<file path="config.mk">
export PLATFORM = sky130hd
export DESIGN_NAME = fault_status_register_bank
export DESIGN_NICKNAME = d
export VERILOG_FILES = /design/src/fault_bank_pkg.sv /design/src/fault_status_register_bank.sv
export SDC_FILE = /design/constraint.sdc
export NUM_CORES = 1
export LEC_CHECK = 0
export ABC_AREA = 0
export CORE_MARGIN = 10
export CORE_UTILIZATION = 55
export CTS_BUF_LIST = sky130_fd_sc_hd__clkbuf_4 sky130_fd_sc_hd__clkbuf_8 sky130_fd_sc_hd__clkbuf_16
export DETAILED_ROUTE_END_ITERATION = 8
export DONT_BUFFER_PORTS = 1
export PLACE_DENSITY = 0.83
export RECOVER_POWER = 50
export SYNTH_ARGS = -nofsm -noshare
export SYNTH_HDL_FRONTEND = slang
export SYNTH_SLANG_ARGS = --single-unit
</file>
<file path="constraint.sdc">
create_clock -name core_clk -period 1.7 [get_ports core_clk]
set_input_delay 0.17 -clock core_clk [delete_from_list [all_inputs] [get_ports core_clk]]
set_output_delay 0.17 -clock core_clk [all_outputs]
set_load 0.02 [all_outputs]
</file>
<file path="src/fault_bank_pkg.sv">
package fault_bank_pkg;

    localparam int ADDR_W = 12;
    localparam int DATA_W = 32;

    // Register locations in the volatile map
    localparam logic [ADDR_W-1:0] OFS_POWER_STAGE_FAULT_FLAGS = 12'h0E0;
    localparam logic [ADDR_W-1:0] OFS_CONTROLLER_FAULT_FLAGS = 12'h0E2;
    localparam logic [ADDR_W-1:0] OFS_NONVOLATILE_STORE_FAULT_FLAGS = 12'h32C;

    localparam logic [DATA_W-1:0] POWER_STAGE_RESET = 32'h0000_0000;
    localparam logic [DATA_W-1:0] READ_IDLE_VALUE = 32'h0000_0000;

    // Field positions of the power-stage fault word
    localparam int BIT_DRIVER_FAULT = 31;
    localparam int BIT_OVERCURRENT = 28;
    localparam int BIT_SUPPLY_OVERVOLTAGE = 26;
    localparam int BIT_OVERTEMP_WARNING = 23;
    localparam int BIT_OVERTEMP_SHUTDOWN = 22;
    localparam int BIT_SWITCH_OC_HI = 21;
    localparam int BIT_SWITCH_OC_LO = 16;
    localparam int BIT_REGULATOR_OVERCURRENT = 13;
    localparam int BIT_REGULATOR_UNDERVOLTAGE = 12;
    localparam int BIT_CHARGE_PUMP_UNDERVOLTAGE = 11;

    // Reserved positions, all read as zero
    localparam logic [DATA_W-1:0] POWER_STAGE_RESERVED_MASK = 32'h6B00_C7FF;

    // Cycles from a fault pin to the status word
    localparam int SYNC_STAGES = 2;
    localparam logic [1:0] SETTLE_COUNT = 2'h2;

    typedef struct packed {
        logic overcurrent_flag;
        logic supply_overvoltage_flag;
        logic overtemp_warning_flag;
        logic overtemp_shutdown_flag;
        logic phase_c_high_overcurrent;
        logic phase_c_low_overcurrent;
        logic phase_b_high_overcurrent;
        logic phase_b_low_overcurrent;
        logic phase_a_high_overcurrent;
        logic phase_a_low_overcurrent;
        logic regulator_overcurrent_flag;
        logic regulator_undervoltage_flag;
        logic charge_pump_undervoltage_flag;
    } fault_pins_t;

    typedef struct packed {
        logic rd_en;
        logic wr_en;
        logic [ADDR_W-1:0] addr;
        logic [DATA_W-1:0] wdata;
    } reg_req_t;

endpackage : fault_bank_pkg

</file>
<file path="src/fault_status_register_bank.sv">
`timescale 1ns/100ps
`default_nettype none
// Notes on behaviour
// - Fault registers at E0h, E2h and 32Ch.
// - Power-stage word reads all zeros after reset.
// - Bit 31 is OR of power-stage flags.
// - Bit 28 shows power-stage overcurrent.
// - Bit 26 shows motor supply overvoltage.
// - Bit 23 shows overtemperature warning.
// - Bit 22 shows overtemperature shutdown.
// - Bits 21..16 show per-switch overcurrent, C to A.
// - Bit 13 shows regulator overcurrent.
// - Bit 12 shows regulator undervoltage.
// - Bit 11 shows charge pump undervoltage.
module fault_status_register_bank (
    input wire logic core_clk,
    input wire logic sys_rst,
    input wire fault_bank_pkg::fault_pins_t fault_pins,
    input wire logic [31:0] controller_fault_word,
    input wire logic [31:0] nonvolatile_store_fault_word,
    input wire fault_bank_pkg::reg_req_t reg_req,
    output logic [31:0] rdata,
    output logic rd_valid,
    output logic access_error,
    output logic driver_fault
);

    fault_bank_pkg::fault_pins_t sync_a;
    fault_bank_pkg::fault_pins_t sync_b;
    wire logic [30:0] ps_flags;
    wire logic [31:0] ps_word;
    wire logic hit_ps;
    wire logic hit_ctrl;
    wire logic hit_nvm;
    wire logic hit_any;
    wire logic [31:0] next_rdata;
    wire logic next_error;

    // Comparator outputs are asynchronous to the core clock
    always_ff @(posedge core_clk or posedge sys_rst) begin
        if (sys_rst) begin
            sync_a <= '0;
            sync_b <= '0;
        end else begin
            sync_a <= fault_pins;
            sync_b <= sync_a;
        end
    end

    // Live levels, not latched: a flag drops once its cause is gone
    assign ps_flags = {
        2'b00,
        sync_b.overcurrent_flag,
        1'b0,
        sync_b.supply_overvoltage_flag,
        2'b00,
        sync_b.overtemp_warning_flag,
        sync_b.overtemp_shutdown_flag,
        sync_b.phase_c_high_overcurrent,
        sync_b.phase_c_low_overcurrent,
        sync_b.phase_b_high_overcurrent,
        sync_b.phase_b_low_overcurrent,
        sync_b.phase_a_high_overcurrent,
        sync_b.phase_a_low_overcurrent,
        2'b00,
        sync_b.regulator_overcurrent_flag,
        sync_b.regulator_undervoltage_flag,
        sync_b.charge_pump_undervoltage_flag,
        11'h000
    };
    assign ps_word = {|ps_flags, ps_flags};

    assign hit_ps = reg_req.addr == fault_bank_pkg::OFS_POWER_STAGE_FAULT_FLAGS;
    assign hit_ctrl = reg_req.addr == fault_bank_pkg::OFS_CONTROLLER_FAULT_FLAGS;
    assign hit_nvm =
        reg_req.addr == fault_bank_pkg::OFS_NONVOLATILE_STORE_FAULT_FLAGS;
    assign hit_any = hit_ps | hit_ctrl | hit_nvm;

    // Read mux; unmapped offsets answer zero. A read paired with a write
    // is handled as a write, so it must not leak the word either.
    assign next_rdata = (!reg_req.rd_en || reg_req.wr_en) ?
                        fault_bank_pkg::READ_IDLE_VALUE :
                        hit_ps ? ps_word :
                        hit_ctrl ? controller_fault_word :
                        hit_nvm ? nonvolatile_store_fault_word :
                        fault_bank_pkg::READ_IDLE_VALUE;

    // Every write is refused since nothing here is writable
    assign next_error = reg_req.wr_en | (reg_req.rd_en & !hit_any);

    always_ff @(posedge core_clk or posedge sys_rst) begin
        if (sys_rst) begin
            rdata <= fault_bank_pkg::POWER_STAGE_RESET;
            rd_valid <= 1'b0;
            access_error <= 1'b0;
            driver_fault <= 1'b0;
        end else begin
            rdata <= next_rdata;
            rd_valid <= reg_req.rd_en & !reg_req.wr_en;
            access_error <= next_error;
            driver_fault <= ps_word[fault_bank_pkg::BIT_DRIVER_FAULT];
        end
    end

    // Helper: counts the first two edges after reset, then holds, so pin history is valid
    logic [1:0] settle;
    always_ff @(posedge core_clk or posedge sys_rst) begin
        if (sys_rst) begin
            settle <= 2'h0;
        end else if (settle != fault_bank_pkg::SETTLE_COUNT) begin
            settle <= settle + 2'h1;
        end
    end

    wire logic settled;
    assign settled = settle == fault_bank_pkg::SETTLE_COUNT;

    property p_reset_zero;
        @(posedge core_clk) disable iff (sys_rst)
        $past(sys_rst) |-> ps_word == fault_bank_pkg::POWER_STAGE_RESET
            && rdata == fault_bank_pkg::POWER_STAGE_RESET;
    endproperty
    a_reset_zero: assert property (p_reset_zero)
        else $error("power-stage word not zero after reset");

    property p_read_ps;
        @(posedge core_clk) disable iff (sys_rst)
        (reg_req.rd_en && !reg_req.wr_en && hit_ps)
            |=> rd_valid && !access_error && rdata == $past(ps_word);
    endproperty
    a_read_ps: assert property (p_read_ps)
        else $error("read at E0h did not return power-stage word");

    property p_read_others;
        @(posedge core_clk) disable iff (sys_rst)
        (reg_req.rd_en && !reg_req.wr_en && (hit_ctrl || hit_nvm))
            |=> rdata == ($past(hit_ctrl) ? $past(controller_fault_word)
                          : $past(nonvolatile_store_fault_word));
    endproperty
    a_read_others: assert property (p_read_others)
        else $error("read at E2h or 32Ch returned wrong word");

    property p_summary;
        @(posedge core_clk) disable iff (sys_rst)
        ps_word[fault_bank_pkg::BIT_DRIVER_FAULT]
            == |(ps_word & ~(32'h1 << fault_bank_pkg::BIT_DRIVER_FAULT))
        ##1 driver_fault == $past(ps_word[fault_bank_pkg::BIT_DRIVER_FAULT]);
    endproperty
    a_summary: assert property (p_summary)
        else $error("summary bit is not OR of fault flags");

    property p_overcurrent;
        @(posedge core_clk) disable iff (sys_rst)
        settled |-> ps_word[fault_bank_pkg::BIT_OVERCURRENT]
            == $past(fault_pins.overcurrent_flag, 2);
    endproperty
    a_overcurrent: assert property (p_overcurrent)
        else $error("overcurrent bit does not follow its pin");

    property p_overvoltage;
        @(posedge core_clk) disable iff (sys_rst)
        settled |-> ps_word[fault_bank_pkg::BIT_SUPPLY_OVERVOLTAGE]
            == $past(fault_pins.supply_overvoltage_flag, 2);
    endproperty
    a_overvoltage: assert property (p_overvoltage)
        else $error("overvoltage bit does not follow its pin");

    property p_ot_warning;
        @(posedge core_clk) disable iff (sys_rst)
        (settled && fault_pins.overtemp_warning_flag)
            |-> ##2 ps_word[fault_bank_pkg::BIT_OVERTEMP_WARNING];
    endproperty
    a_ot_warning: assert property (p_ot_warning)
        else $error("overtemperature warning not shown");

    property p_ot_shutdown;
        @(posedge core_clk) disable iff (sys_rst)
        settled |-> ps_word[fault_bank_pkg::BIT_OVERTEMP_SHUTDOWN]
            == $past(fault_pins.overtemp_shutdown_flag, 2);
    endproperty
    a_ot_shutdown: assert property (p_ot_shutdown)
        else $error("overtemperature shutdown bit does not follow pin");

    property p_switch_oc;
        @(posedge core_clk) disable iff (sys_rst)
        settled |-> ps_word[fault_bank_pkg::BIT_SWITCH_OC_HI:
                            fault_bank_pkg::BIT_SWITCH_OC_LO]
            == {$past(fault_pins.phase_c_high_overcurrent, 2),
                $past(fault_pins.phase_c_low_overcurrent, 2),
                $past(fault_pins.phase_b_high_overcurrent, 2),
                $past(fault_pins.phase_b_low_overcurrent, 2),
                $past(fault_pins.phase_a_high_overcurrent, 2),
                $past(fault_pins.phase_a_low_overcurrent, 2)};
    endproperty
    a_switch_oc: assert property (p_switch_oc)
        else $error("per-switch overcurrent bits out of order");

    property p_reg_oc;
        @(posedge core_clk) disable iff (sys_rst)
        settled |-> ps_word[fault_bank_pkg::BIT_REGULATOR_OVERCURRENT]
            == $past(fault_pins.regulator_overcurrent_flag, 2);
    endproperty
    a_reg_oc: assert property (p_reg_oc)
        else $error("regulator overcurrent bit does not follow pin");

    property p_reg_uv;
        @(posedge core_clk) disable iff (sys_rst)
        settled |-> ps_word[fault_bank_pkg::BIT_REGULATOR_UNDERVOLTAGE]
            == $past(fault_pins.regulator_undervoltage_flag, 2);
    endproperty
    a_reg_uv: assert property (p_reg_uv)
        else $error("regulator undervoltage bit does not follow pin");

    property p_cp_uv;
        @(posedge core_clk) disable iff (sys_rst)
        settled |-> ps_word[fault_bank_pkg::BIT_CHARGE_PUMP_UNDERVOLTAGE]
            == $past(fault_pins.charge_pump_undervoltage_flag, 2);
    endproperty
    a_cp_uv: assert property (p_cp_uv)
        else $error("charge pump undervoltage bit does not follow pin");

    property p_reserved_zero;
        @(posedge core_clk) disable iff (sys_rst)
        (ps_word & fault_bank_pkg::POWER_STAGE_RESERVED_MASK) == 32'h0;
    endproperty
    a_reserved_zero: assert property (p_reserved_zero)
        else $error("reserved bit of power-stage word is set");

    property p_write_refused;
        @(posedge core_clk) disable iff (sys_rst)
        reg_req.wr_en |=> access_error && !rd_valid
            && rdata == fault_bank_pkg::READ_IDLE_VALUE;
    endproperty
    a_write_refused: assert property (p_write_refused)
        else $error("write was not refused");

endmodule : fault_status_register_bank
`default_nettype wire

</file>
-- Yosys cells after proc, flatten, opt, wreduce, memory -nomap -nowiden
Index checks and enable logic that the tools add are counted.
- register bits: 61
- output and inout bits: 35
- logic and storage cells: 47
- equal/unequal tests: 3
- multiplexer cells: 4
- bitwise logic cells: 5
- reductions and logical operators: 5
- operators by type and width (operator ; count):
    2-to-1 mux 32 bit ; 4
    equality test 12 x 8 -> 1 bit (second input constant) ; 2
    OR reduction 13 bit ; 1
    equality test 12 x 10 -> 1 bit (second input constant) ; 1
    zero test 1 bit ; 3
    bitwise OR 1 bit ; 3
    bitwise AND 1 bit ; 2
    logical OR 1 bit ; 1

-- Depth between registers and ports, before layout
- depth in word-level cells: 6
- mapped depth: 6

-- Worst setup path before layout
OpenSTA, ideal clock, no wires.
- path type: input -> register
- start point: input reg_req[43] (netlist bit)
- end point: register rdata[20]
- setup time: 0.079 ns
- arrival time: 1.735 ns
- data required time: 1.621 ns
- path slack: -0.114 ns
- cell stages on the path: 6
- path buffers: 2
- path through: or4b_1 -> buf_2 -> or4_4 -> nor3b_4 -> buf_6 -> o2bb2ai_1
- word-level cells in the longest chain between the ends: 5
- elaborated cells on any way between the ends: 7
- classes of those cells: eq/ne: 3; mux: 4
- RTL lines (element ; line ; RTL):
    start: declaration ; fault_status_register_bank.sv:21 ; input wire fault_bank_pkg::reg_req_t reg_req,
    equality test 12 x 10 -> 1 bit ; fault_status_register_bank.sv:76 ; reg_req.addr == fault_bank_pkg::OFS_NONVOLATILE_STORE_FAULT_FLAGS;
    2-to-1 mux 32 bit ; fault_status_register_bank.sv:85 ; hit_nvm ? nonvolatile_store_fault_word :
    2-to-1 mux 32 bit ; fault_status_register_bank.sv:84 ; hit_ctrl ? controller_fault_word :
    2-to-1 mux 32 bit (*) ; fault_status_register_bank.sv:83 ; hit_ps ? ps_word :
    2-to-1 mux 32 bit (*) ; fault_status_register_bank.sv:81 ; assign next_rdata = (!reg_req.rd_en || reg_req.wr_en) ?
    net next_rdata[20] ; fault_status_register_bank.sv:36 ; wire logic [31:0] next_rdata;
    end signal: assignment ; fault_status_register_bank.sv:93 ; rdata <= fault_bank_pkg::POWER_STAGE_RESET;
    end signal: assignment ; fault_status_register_bank.sv:98 ; rdata <= next_rdata;
    end: declaration ; fault_status_register_bank.sv:22 ; output logic [31:0] rdata,
The timed path passes the listed nets; every way through them passes the cells marked *.

-- Final worst setup path
- start point: input reg_req[43] (netlist bit)
- end point: register rdata[12]
Same word-level chain as after synthesis.

==> flow_metrics.py <==
metrics = {
    "logic_synthesis": {
        "synth_area_um2": 2250,
        "avgSynthCellArea_um2": 12.6,
        "ys.flop_type": "dfrtp_1",
        "synth_edf_count": 0,
        "synth.distinct_cells": 26,
        "synth_top_area_cell": "dfrtp_1",
        "syn-num-nets": 303,
        "netlist.area_leader.share_pct": 68.0,
        "synth_cells": 178,
        "synthArstFlopShare_pct": 100,
        "synth-seq-cells": 61,
        "ys_seq_area_share_pct": 68.0,
        "synth_area_leaders": "dfrtp_1 (68%), a22oi_1 (6.7%), o2bb2ai_1 (4.7%)",
        "synth_warnings": 0,
    },
    "timing": {
        "worst_slack_ns": 0.246,
        "slew_headroom_pct": 40.1,
        "grt_setup_unrepaired": "false",
        "fin_crit_sh_pct": 85.5,
        "finClkSkew_ns": 0.00426,
        "hold_viol": 0,
        "drv_slew": 0,
        "fmax_mhz": 688,
        "fin_setup_tns_ns": 0,
        "worstMarginPinSlew_ns": 0.898,
        "finalCriticalPeriod_ns": 1.45,
        "hold_slack_ns": 0.00375,
        "finalSetupViolations": 0,
    },
    "critical_path": {
        "r2r_cells": 4,
        "r2r_start": "ps_flags[17]",
        "start_kind": "primary input",
        "r2r_slack_ns": 0.46,
        "critPathCaptureType": "flop",
        "critPathArrivalTime_ns": 1.70,
        "reg2reg_to": "rdata[31]",
        "critPathRequiredTime_ns": 1.95,
        "crit_type": "in2reg",
        "cp_max_fo": 12,
    },
    "routing": {
        "vias": 1777,
        "viasPerCell": 6.19,
        "drt_wl_total_mm": 6.95,
        "drc": 0,
        "drt_iter0_drc": 192,
        "ant_nets": 0,
        "first_pass_iters": 4,
        "wl_per_cell_um": 24.2,
    },
    "placement": {
        "place_congestion": 0.838,
        "port_buffers": 0,
        "hpwlAfterDp_mm": 5.10,
        "dp.cells": 233,
        "dp_slack_ns": -0.0631,
    },
    "clock_tree": {
        "cts_root_buffer": "clkbuf_8",
        "cts_resized": 0,
        "path_clk_slew_ns": 0.07,
        "cts-buffers-inserted": 9,
        "cts_sinks": 61,
        "clkLatencyLatePin_ns": 0.33,
        "cts_buffer_depth": 2,
        "htreeDepth": 3,
        "cts_tree": "built",
    },
    "min_path": {
        "hold_start": "controller_fault_word[1]",
        "hold_depth": 2,
        "min_to": "rdata[1]",
        "holdCritPathClass": "in2reg",
    },
    "cells_and_area": {
        "area_growth_pct": 33.6,
        "layout-drive-gt1-share_pct": 16.5,
        "final_core_util_pct": 75.6,
        "layoutNonFillerInstCount": 287,
        "fin_nets": 357,
        "layout_common_cells": "dfrtp_1 (61), dlygate4sd3_1 (38), a22oi_1 (20), buf_4 (14), nor2_1 (13)",
        "n_antenna_cell": 0,
        "layout_commonest_cell": "dfrtp_1",
    },
    "run_status": {
        "status": "complete, no violations",
    },
    "pwr": {
        "leakage_nw": 1.23,
        "peakVddDrop_uv": 918,
        "powerDensity_nw_per_um2": 989,
    },
    "grt": {
        "grt_pass1_vias": 1851,
        "gr-total-overflow": 0,
        "grt_max_degree": 26,
        "grt_pass1_wl_mm": 10.6,
        "antenna_found_initial": 0,
        "grt_usage_pct": 19.5,
    },
    "job": {
        "cap_violations": 0,
    },
    "floorplanning": {
        "die_w_um": 83.9,
        "start_util_pct": 56.6,
        "die_h_um": 83.9,
        "die-area_um2": 7040,
        "core_um2": 3970,
        "row_count": 23,
        "ios": 160,
    },
}
==> cells by family (layout without fill, tap and decap cells) <==
group           Yosys count  in the layout  synth area share, %
compound gates           50             50                 15.8
buf+inv                  14             73                 2.95
flops                    61             61                 68.0
simple gates             53             53                 13.3
==> layer usage <==
metal / up-vias / track usage, % / wire [um]
met3: 18 / 7.03 / 566
li1: 768 / - / -
met2: 108 / 34.6 / 3860
met5: - / 0 / 0
met4: 0 / 8.98 / 200
met1: 883 / 19.8 / 2320
==> power breakdown <==
| part | internal (mW) | leakage, nW | switching [mW] |
|---|---|---|---|
| registers | 1.48 | 0.782 | 0.0189 |
| logic | 0.0806 | 0.348 | 0.0700 |
| clock network | 0.726 | 0.0955 | 0.590 |
| total | 2.29 | 1.23 | 0.679 |
==> flip-flops by register name (all words and copies together) (netlist names) <==
| signal | cells |
|---|---|
| driver_fault | 1 |
| sync_a | 13 |
| access_error | 1 |
| rd_valid | 1 |
| ps_flags | 13 |
| rdata | 32 |
==> stage by stage <==
step	instance area (um2)	power [mW]
2_1_floorplan	2260	1.58
3_3_place_gp	2410	1.61
3_5_place_dp	2410	1.61
4_1_cts	3000	2.99
5_1_grt	3000	3.08
6_report	3000	2.97
==> timing repair <==
item	in CTS	in global routing
setup endpoints to repair	0	0
hold endpoints to repair	51	0
buffers inserted	0	0
hold buffers	38	0
==> cell usage after synthesis (all sizes together) (2+ instances only) <==
cell	instances
nand2	11
nor4	5
a21oi	11
o2bb2ai	12
nor2	13
or4	2
a22oi	20
or2	2
buf	6
nand4	11
dfrtp	61
inv	3
nor3	3
o21ai	4
clkbuf	5
==> worst max path at each step <==
| stage | startpoint | slack, ns | endpoint |
|---|---|---|---|
| floorplan | reg_req[43] | -0.11 | rdata[20] |
| global placement | reg_req[43] | -0.06 | rdata[12] |
| detailed placement | reg_req[43] | -0.06 | rdata[21] |
| CTS | reg_req[43] | 0.27 | rdata[12] |
| global route | sys_rst | 0.22 | ps_flags[26] |
| finish | reg_req[43] | 0.25 | rdata[12] |
==> critical path, stage by stage <==
cell and delay [ns]:
or4b_4 0.53, or4_4 0.47, nor3b_4 0.23, buf_12 0.16
o2bb2ai_1 0.13
==> cell type report <==
type / count / area (um2)
Sequential cell: 61 / 1530
Fill cell: 242 / 970
Multi-Input combinational cell: 103 / 668
Timing Repair Buffer: 54 / 526
Clock buffer: 10 / 138
Clock inverter: 6 / 70.1
Tap cell: 50 / 62.6
Inverter: 3 / 11.3
(Power assumes the default switching activity.)
